`src/rtl/port_cfg_map.svh`:
```
/*
 Register addresses, pages and reset values of the two-port pin configuration block.
 Assumes an 8-bit special-function-register space selected by an 8-bit page number.
*/
`ifndef PORT_CFG_MAP_SVH
`define PORT_CFG_MAP_SVH
// ==========================================
// Addresses
`define ADDR_PORT_B_DATA_LATCH 8'ha0
`define ADDR_PORT_A_OUT_OR_DRIVE 8'ha5
`define ADDR_PORT_B_OUTPUT_TYPE 8'ha6
`define ADDR_PORT_A_CROSSBAR_BYPASS 8'hd5
`define ADDR_PORT_B_CROSSBAR_BYPASS 8'hd6
`define ADDR_PORT_A_ANALOG_SELECT 8'hf2
`define ADDR_PORT_B_ANALOG_SELECT 8'hf3
// ==========================================
// Pages
`define PAGE_CONFIG 8'h00
`define PAGE_DRIVE 8'h0f
// ==========================================
// Reset values and fixed bits
`define RST_ALL_ONES 8'hff
`define RST_ALL_ZEROS 8'h00
`define ANALOG_B_RESERVED_BIT 7
`endif

```
`src/rtl/port_cfg_pkg.sv`:
```
/*
 Shared types of the two-port pin configuration block.
 Assumes nothing beyond a SystemVerilog compiler.
*/
package port_cfg_pkg;
   typedef logic [7:0] byte_t;
   typedef enum logic [2:0] {
      sel_none, sel_a_out, sel_a_drv, sel_b_out, sel_a_skip, sel_b_skip, sel_a_ain, sel_b_ain
   } reg_sel_e;
endpackage : port_cfg_pkg

```
`src/rtl/pin_cell_ctrl.sv`:
```
/*
 Per-pin driver and receiver control for one 8-bit port.
 Assumes pads take an output level, an active-low output enable and a pull-up enable.
*/
`timescale 1ns/10ps
module pin_cell_ctrl #(
   parameter int WIDTH = 8
) (
   // Configuration
   input wire logic [WIDTH-1:0] latch,
   input wire logic [WIDTH-1:0] digital_mode,
   input wire logic [WIDTH-1:0] push_pull,
   // Pad controls
   output logic [WIDTH-1:0] pad_out,
   output logic [WIDTH-1:0] pad_oe_n,
   output logic [WIDTH-1:0] pullup_en,
   output logic [WIDTH-1:0] receiver_en
);
   genvar i;
   generate
      for (i = 0; i < WIDTH; i = i + 1) begin : g_pin
         // Driver stays live in analog mode; only pull-up and receiver follow the mode
         assign pad_out[i] = latch[i];
         assign pad_oe_n[i] = ~(push_pull[i] | ~latch[i]);
         assign pullup_en[i] = digital_mode[i];
         assign receiver_en[i] = digital_mode[i];
      end
   endgenerate
endmodule : pin_cell_ctrl

```
`src/rtl/sfr_page_decode.sv`:
```
/*
 Decoder from page and address to a register select.
 Assumes the page register lives in the core and is presented steadily.
*/
`timescale 1ns/10ps
`include "port_cfg_map.svh"
module sfr_page_decode (
   // Access
   input wire logic [7:0] page,
   input wire logic [7:0] addr,
   // Select
   output port_cfg_pkg::reg_sel_e sel
);
   import port_cfg_pkg::*;
   always_comb begin
      sel = sel_none;
      if (addr == `ADDR_PORT_A_OUT_OR_DRIVE && page == `PAGE_CONFIG) begin
         sel = sel_a_out;
      end else if (addr == `ADDR_PORT_A_OUT_OR_DRIVE && page == `PAGE_DRIVE) begin
         sel = sel_a_drv;
      end else if (page != `PAGE_CONFIG) begin
         sel = sel_none;
      end else if (addr == `ADDR_PORT_B_OUTPUT_TYPE) begin
         sel = sel_b_out;
      end else if (addr == `ADDR_PORT_A_CROSSBAR_BYPASS) begin
         sel = sel_a_skip;
      end else if (addr == `ADDR_PORT_B_CROSSBAR_BYPASS) begin
         sel = sel_b_skip;
      end else if (addr == `ADDR_PORT_A_ANALOG_SELECT) begin
         sel = sel_a_ain;
      end else if (addr == `ADDR_PORT_B_ANALOG_SELECT) begin
         sel = sel_b_ain;
      end
   end
endmodule : sfr_page_decode

```
`src/rtl/port_pin_config.sv`:
```
/*
 Configuration registers for two 8-bit general-purpose ports, and the data register of port B only.
 Assumes a core that issues single-cycle reads and writes of special function registers,
 with a page number, and single-bit writes on bit-addressable locations.
*/
// How it works
// - Port A bypass bit one skips pin
// - Port B bypass bit one skips pin
// - Port A select zero analog, one digital
// - Analog pin loses pull-up and receiver
// - Port B select bits cover pins six..zero
// - Port B select bit seven reads one
// - Output type zero open-drain, one push-pull
// - Output type acts even in analog mode
// - Port A drive bit one means high
// - Page tells output type from drive strength
// - Data write loads latch low or high
// - Data read returns sampled digital pins
// - Data register on all pages, bit-addressable
`timescale 1ns/10ps
`include "port_cfg_map.svh"
module port_pin_config (
   // Clock and reset
   input wire logic core_clk,
   input wire logic resetn,
   // Register access
   input wire logic [7:0] sfr_page,
   input wire logic [7:0] sfr_addr,
   input wire logic sfr_wr,
   input wire logic sfr_rd,
   input wire port_cfg_pkg::byte_t sfr_wdata,
   input wire logic sfr_bit_wr,
   input wire logic [2:0] sfr_bit_sel,
   output port_cfg_pkg::byte_t sfr_rdata,
   // Port A pads
   input wire logic [7:0] port_a_pin_in,
   output logic [7:0] port_a_bypass,
   output logic [7:0] port_a_push_pull,
   output logic [7:0] port_a_high_drive,
   output logic [7:0] port_a_pullup_en,
   output logic [7:0] port_a_receiver_en,
   // Port B pads
   input wire logic [7:0] port_b_pin_in,
   output logic [7:0] port_b_bypass,
   output logic [7:0] port_b_pin_out,
   output logic [7:0] port_b_pin_oe_n,
   output logic [7:0] port_b_pullup_en,
   output logic [7:0] port_b_receiver_en
);
   import port_cfg_pkg::*;

   // ==========================================
   // State
   typedef struct packed {
      byte_t b_latch;
      byte_t a_out;
      byte_t a_drv;
      byte_t b_out;
      byte_t a_skip;
      byte_t b_skip;
      byte_t a_ain;
      byte_t b_ain;
      byte_t rdata;
      byte_t a_pu;
      byte_t b_pu;
      byte_t b_pad;
      byte_t b_oe_n;
   } state_s;

   state_s st;
   state_s next_st;
   reg_sel_e sel;
   byte_t b_pad_c;
   byte_t b_oe_c;
   byte_t b_pu_c;
   byte_t unused_rx_a;
   byte_t unused_rx_b;

   // ==========================================
   // Decode
   sfr_page_decode u_decode (
      .page(sfr_page),
      .addr(sfr_addr),
      .sel(sel)
   );

   function automatic logic is_data(input logic [7:0] a);
      return a == `ADDR_PORT_B_DATA_LATCH;
   endfunction

   // ==========================================
   // Pad control
   pin_cell_ctrl #(.WIDTH(8)) u_cell_b (
      .latch(next_st.b_latch),
      .digital_mode(next_st.b_ain),
      .push_pull(next_st.b_out),
      .pad_out(b_pad_c),
      .pad_oe_n(b_oe_c),
      .pullup_en(b_pu_c),
      .receiver_en(unused_rx_b)
   );
   assign unused_rx_a = next_st.a_ain;

   // ==========================================
   // Next state
   always_comb begin
      next_st = st;
      if (sfr_wr) begin
         // Data register ignores the page
         if (is_data(sfr_addr)) begin
            next_st.b_latch = sfr_wdata;
         end else if (sel == sel_a_out) begin
            next_st.a_out = sfr_wdata;
         end else if (sel == sel_a_drv) begin
            next_st.a_drv = sfr_wdata;
         end else if (sel == sel_b_out) begin
            next_st.b_out = sfr_wdata;
         end else if (sel == sel_a_skip) begin
            next_st.a_skip = sfr_wdata;
         end else if (sel == sel_b_skip) begin
            next_st.b_skip = sfr_wdata;
         end else if (sel == sel_a_ain) begin
            next_st.a_ain = sfr_wdata;
         end else if (sel == sel_b_ain) begin
            // Reserved bit held at one whatever is written
            next_st.b_ain = sfr_wdata | (8'h01 << `ANALOG_B_RESERVED_BIT);
         end
      end else if (sfr_bit_wr && is_data(sfr_addr)) begin
         next_st.b_latch[sfr_bit_sel] = sfr_wdata[0];
      end
      next_st.rdata = st.rdata;
      if (sfr_rd) begin
         // Analog pins read zero since their receiver is off
         if (is_data(sfr_addr)) begin
            next_st.rdata = port_b_pin_in & st.b_ain;
         end else if (sel == sel_a_out) begin
            next_st.rdata = st.a_out;
         end else if (sel == sel_a_drv) begin
            next_st.rdata = st.a_drv;
         end else if (sel == sel_b_out) begin
            next_st.rdata = st.b_out;
         end else if (sel == sel_a_skip) begin
            next_st.rdata = st.a_skip;
         end else if (sel == sel_b_skip) begin
            next_st.rdata = st.b_skip;
         end else if (sel == sel_a_ain) begin
            next_st.rdata = st.a_ain;
         end else if (sel == sel_b_ain) begin
            next_st.rdata = st.b_ain;
         end else begin
            next_st.rdata = `RST_ALL_ZEROS;
         end
      end
      next_st.a_pu = next_st.a_ain;
      next_st.b_pu = b_pu_c;
      next_st.b_pad = b_pad_c;
      next_st.b_oe_n = b_oe_c;
   end

   // ==========================================
   // Registers
   always_ff @(posedge core_clk) begin
      if (!resetn) begin
         st.b_latch <= `RST_ALL_ONES;
         st.a_out <= `RST_ALL_ZEROS;
         st.a_drv <= `RST_ALL_ZEROS;
         st.b_out <= `RST_ALL_ZEROS;
         st.a_skip <= `RST_ALL_ZEROS;
         st.b_skip <= `RST_ALL_ZEROS;
         st.a_ain <= `RST_ALL_ONES;
         st.b_ain <= `RST_ALL_ONES;
         st.rdata <= `RST_ALL_ZEROS;
         st.a_pu <= `RST_ALL_ONES;
         st.b_pu <= `RST_ALL_ONES;
         st.b_pad <= `RST_ALL_ONES;
         st.b_oe_n <= `RST_ALL_ONES;
      end else begin
         st <= next_st;
      end
   end

   // ==========================================
   // Outputs
   assign sfr_rdata = st.rdata;
   assign port_a_bypass = st.a_skip;
   assign port_b_bypass = st.b_skip;
   assign port_a_push_pull = st.a_out;
   assign port_a_high_drive = st.a_drv;
   assign port_a_pullup_en = st.a_pu;
   assign port_a_receiver_en = st.a_ain;
   assign port_b_pin_out = st.b_pad;
   assign port_b_pin_oe_n = st.b_oe_n;
   assign port_b_pullup_en = st.b_pu;
   assign port_b_receiver_en = st.b_ain;
endmodule : port_pin_config

```
`config.mk`:
```
export PLATFORM = sky130hd
export DESIGN_NAME = port_pin_config
export DESIGN_NICKNAME = d
export VERILOG_FILES = /design/src/rtl/port_cfg_pkg.sv /design/src/rtl/pin_cell_ctrl.sv /design/src/rtl/sfr_page_decode.sv /design/src/rtl/port_pin_config.sv
export VERILOG_INCLUDE_DIRS = /design/src /design/src/rtl
export SDC_FILE = /design/constraint.sdc
export NUM_CORES = 1
export LEC_CHECK = 0
export ABC_AREA = 1
export CORE_MARGIN = 4
export CORE_UTILIZATION = 49
export DETAILED_ROUTE_END_ITERATION = 7
export DONT_BUFFER_PORTS = 1
export PLACE_DENSITY_LB_ADDON = 0.25
export SLEW_MARGIN = 20
export SYNTH_ARGS = -nofsm -noshare
export SYNTH_HDL_FRONTEND = slang
export SYNTH_HIERARCHICAL = 1
export SYNTH_SLANG_ARGS = --single-unit
```
`constraint.sdc`:
```
create_clock -name core_clk -period 4.4 [get_ports core_clk]
set_input_delay 0.44 -clock core_clk [delete_from_list [all_inputs] [get_ports core_clk]]
set_output_delay 0.44 -clock core_clk [all_outputs]
set_load 0.02 [all_outputs]
```
==> reports/qor.txt <==
====================================================================================
Outcome                                                                 complete, no violations
Final std cells w/o fill                                                         852
Net Sw Frac                                                                    0.235
Worst-path fanout max                                                             12
Actual transition at the worst max-transition pin                           0.937 ns
Count of buffering cells on the critical path with inverters included              3
Highest attainable clock frequency                                           390 MHz
Area Overhead vs Synth                                                        -8.04%
Hold-fix buffers, CTS                                                              0
Setup crit end                                                          port_a_push_pull[0]$_SDFFE_PN0P_
Critical Path Source Type                                                 input port
Clock buffers created by TritonCTS                                                 9
Maximum root-to-sink buffer count                                                  2
Final design instance area without fill                                  0.00518 mm2
Pwr dens                                                                  336 mW/mm2
# H-tree levels                                                                    3
Area after DPL                                                           0.00489 mm2
Total number of placement rows                                                    38
Setup repair after global routing missed its margin                            false
TritonRoute pass-1 iters                                                           5
Critical path startpoint                                                 sfr_addr[3]
Number of hold-slack violations in the final timing report                         0
GRT Overall Usage                                                              0.217
Number of buffers inserted to repair setup after CTS                               0
Mapped Nets                                                                      876
Worst supply voltage drop on vdd                                            0.288 mV
Cell leakage power                                                           2.37 nW
Setup slack, reg-to-reg                                                      3.08 ns
FILL cells                                                                     1,160
Number of buffers added on ports                                                   0
Initial Util                                                                   0.511
First-pass GRT wire length                                                 22,400 um
Die outline height                                                            115 um
DRC violation count after routing                                                  0
P_sw                                                                      0.000409 W
Routed Wire Length                                                         13,900 um
Period utilisation layout                                                      0.583
TNS Setup                                                                       0 ns
Setup-failing EPs final                                                            0
Post-Synthesis Cell Area                                                 0.00563 mm2
Slowest stage cell on the critical path                                 sky130_fd_sc_hd__nor2_1
Critical path cell sequence                                             inv_2 > nand2_2 > nor2_2 > nand2_1 > nand2_1 > nor2_1 > nor2_1 > nand2_2 > nor2_1 > inv_2 > nor2_4 > inv_2 > nor2_1 > nor2_1
Biggest cell delay along the critical path                                   0.70 ns
Arrival time at the worst endpoint                                           2.80 ns
DR vias                                                                        4,474
WP data required                                                             4.64 ns
# placed instances                                                               836
Fraction of power consumed by combinational cells                              0.046
Post-CTS Resized                                                                   0
Cell count after synthesis                                                       828
Capture point of the worst reg-to-reg path                              sfr_rdata[1]$_SDFFE_PN0P_
Number of antenna repair diodes                                                    0
Register share of total power                                                  0.522
TritonCTS clock tree                                                            done
Most prevalent standard cell on the critical path                       sky130_fd_sc_hd__nor2_1
Pin count of the biggest net entering global routing                              66
Top-level port count                                                             136
Number of antenna violations at the first check in global routing                  0
Die W                                                                         115 um
Worst hold-check path type                                              input port to register
Remaining global-route overflow                                                    0
Via density                                                                     5.25
Routed Antenna Nets                                                                0
Via count of the first global-routing pass                                     4,307
Depth of the most critical reg-to-reg path                                         6
Nets@finish                                                                      755
Internal                                                                   0.00133 W
Full die area                                                             0.0133 mm2
Clock share of power                                                           0.432
Average footprint of a synthesized cell                                     6.80 um2
Clk Tree Root Cell                                                      sky130_fd_sc_hd__clkbuf_16
Core area                                                                 0.0110 mm2
Critical path start-end classification                                  input port to register
Detailed Route Iter0 Violations                                                  313
Total count of max-transition violations in the final report                       0
Clock latency at the later pin of the worst-skew pair                        0.34 ns
Average detailed-routed wire length per instance                             16.3 um
Clock tree skew after final layout                                        0.00912 ns
Worst path top cell family by delay                                     simple AND/OR/NAND/NOR gates
Warnings, synthesis                                                                6
Relative slew margins                                                          0.373
CTS sink count                                                                    96
Share of post-route cells with drive strength above 1                          0.140
Final critical-path required period                                          2.57 ns
Startpoint of the most critical register-to-register path               port_a_pullup_en[1]$_SDFFE_PN1P_
Post-DP HPWL                                                               10,200 um
Total number of cells along the worst setup path                                  14
MaxCap Viol Count                                                                  0
Register clock-pin slew on the reported worst setup and hold paths           0.07 ns
Critical Path End Type                                                      register
Final estimated routing congestion in global placement                         0.892
Hold Worst Slack                                                            0.190 ns
====================================================================================
[power groups by stage]
stage | combinational (W) | clock [W] | sequential [W]
after floorplan | 0.000126 | 0 | 0.000910
after global placement | 0.0000775 | 0 | 0.000929
after detailed placement | 0.0000800 | 0 | 0.000929
after CTS | 0.0000801 | 0.000772 | 0.000910
after global routing | 0.0000945 | 0.000811 | 0.000911
final | 0.0000798 | 0.000753 | 0.000910
[layer usage]
layer,part of all wire,vias to the layer above,GRT usage
li1,-,2246,-
met4,0.035,0,0.0876
met3,0.077,33,0.0579
met5,0,-,0
met1,0.41,2044,0.276
met2,0.47,151,0.350
[area by class of cell]
| class | count | area, um2 | share of cell area |
|---|---|---|---|
| Inverter | 81 | 304 | 0.0587 |
| Clock inverter | 5 | 40.0 | 0.00773 |
| Multi-Input combinational cell | 517 | 2470 | 0.477 |
| Clock buffer | 11 | 253 | 0.0488 |
| Timing Repair Buffer | 2 | 15.0 | 0.00290 |
| Tap cell | 140 | 175 | 0.0338 |
| Sequential cell | 96 | 1920 | 0.371 |
[worst min-delay path by stage]
stage,end,start,slack (ns),cells past startpoint
floorplan,st[72]$_SDFF_PN0_,st[72]$_SDFF_PN0_,0.46,2
global placement,st[79]$_SDFF_PN0_,st[79]$_SDFF_PN0_,0.49,2
detailed placement,st[73]$_SDFF_PN0_,st[73]$_SDFF_PN0_,0.50,2
CTS,port_b_receiver_en[1]$_SDFF_PN1_,resetn,0.16,1
global route,port_b_receiver_en[3]$_SDFF_PN1_,resetn,0.18,1
finish,port_b_receiver_en[3]$_SDFF_PN1_,resetn,0.19,1
[layout by cell type, fill, tap and decap left out]
cell	n
sky130_fd_sc_hd__nand3_2	2
sky130_fd_sc_hd__inv_2	13
sky130_fd_sc_hd__inv_6	1
sky130_fd_sc_hd__nand3_1	39
sky130_fd_sc_hd__nor2_8	1
sky130_fd_sc_hd__o21ai_1	7
sky130_fd_sc_hd__o211ai_2	7
sky130_fd_sc_hd__or2_2	24
sky130_fd_sc_hd__nor2_1	152
sky130_fd_sc_hd__nor2_2	12
sky130_fd_sc_hd__nand4_1	20
sky130_fd_sc_hd__nand2_4	2
sky130_fd_sc_hd__clkbuf_8	2
sky130_fd_sc_hd__clkinv_4	1
sky130_fd_sc_hd__nand2_8	1
sky130_fd_sc_hd__and2_1	1
sky130_fd_sc_hd__dfxtp_1	96
sky130_fd_sc_hd__inv_1	68
sky130_fd_sc_hd__buf_4	2
sky130_fd_sc_hd__and2_4	1
sky130_fd_sc_hd__clkbuf_16	9
sky130_fd_sc_hd__nand2_2	10
sky130_fd_sc_hd__nand2_1	143
sky130_fd_sc_hd__nor2_4	9
sky130_fd_sc_hd__o211ai_1	2
sky130_fd_sc_hd__o21ai_0	68
sky130_fd_sc_hd__clkinvlp_4	3
sky130_fd_sc_hd__a21oi_1	16
[registers in the layout, summed over array words and instances (netlist names)]
signal / flops
port_a_bypass: 8
port_a_high_drive: 8
port_a_pullup_en: 8
port_a_push_pull: 8
port_b_bypass: 8
port_b_pin_oe_n: 8
port_b_pin_out: 8
port_b_pullup_en: 8
port_b_receiver_en: 8
sfr_rdata: 8
st: 16
[stage by stage]
stage	worst slack (ns)	utilization	total power, W
4_1_cts	1.94	0.470	0.00176
2_1_floorplan	2.09	-	0.00104
3_5_place_dp	1.59	0.443	0.00101
5_1_grt	1.62	0.470	0.00182
3_3_place_gp	1.62	0.443	0.00101
6_report	1.83	0.470	0.00174
Power figures use the tool's default switching activity.
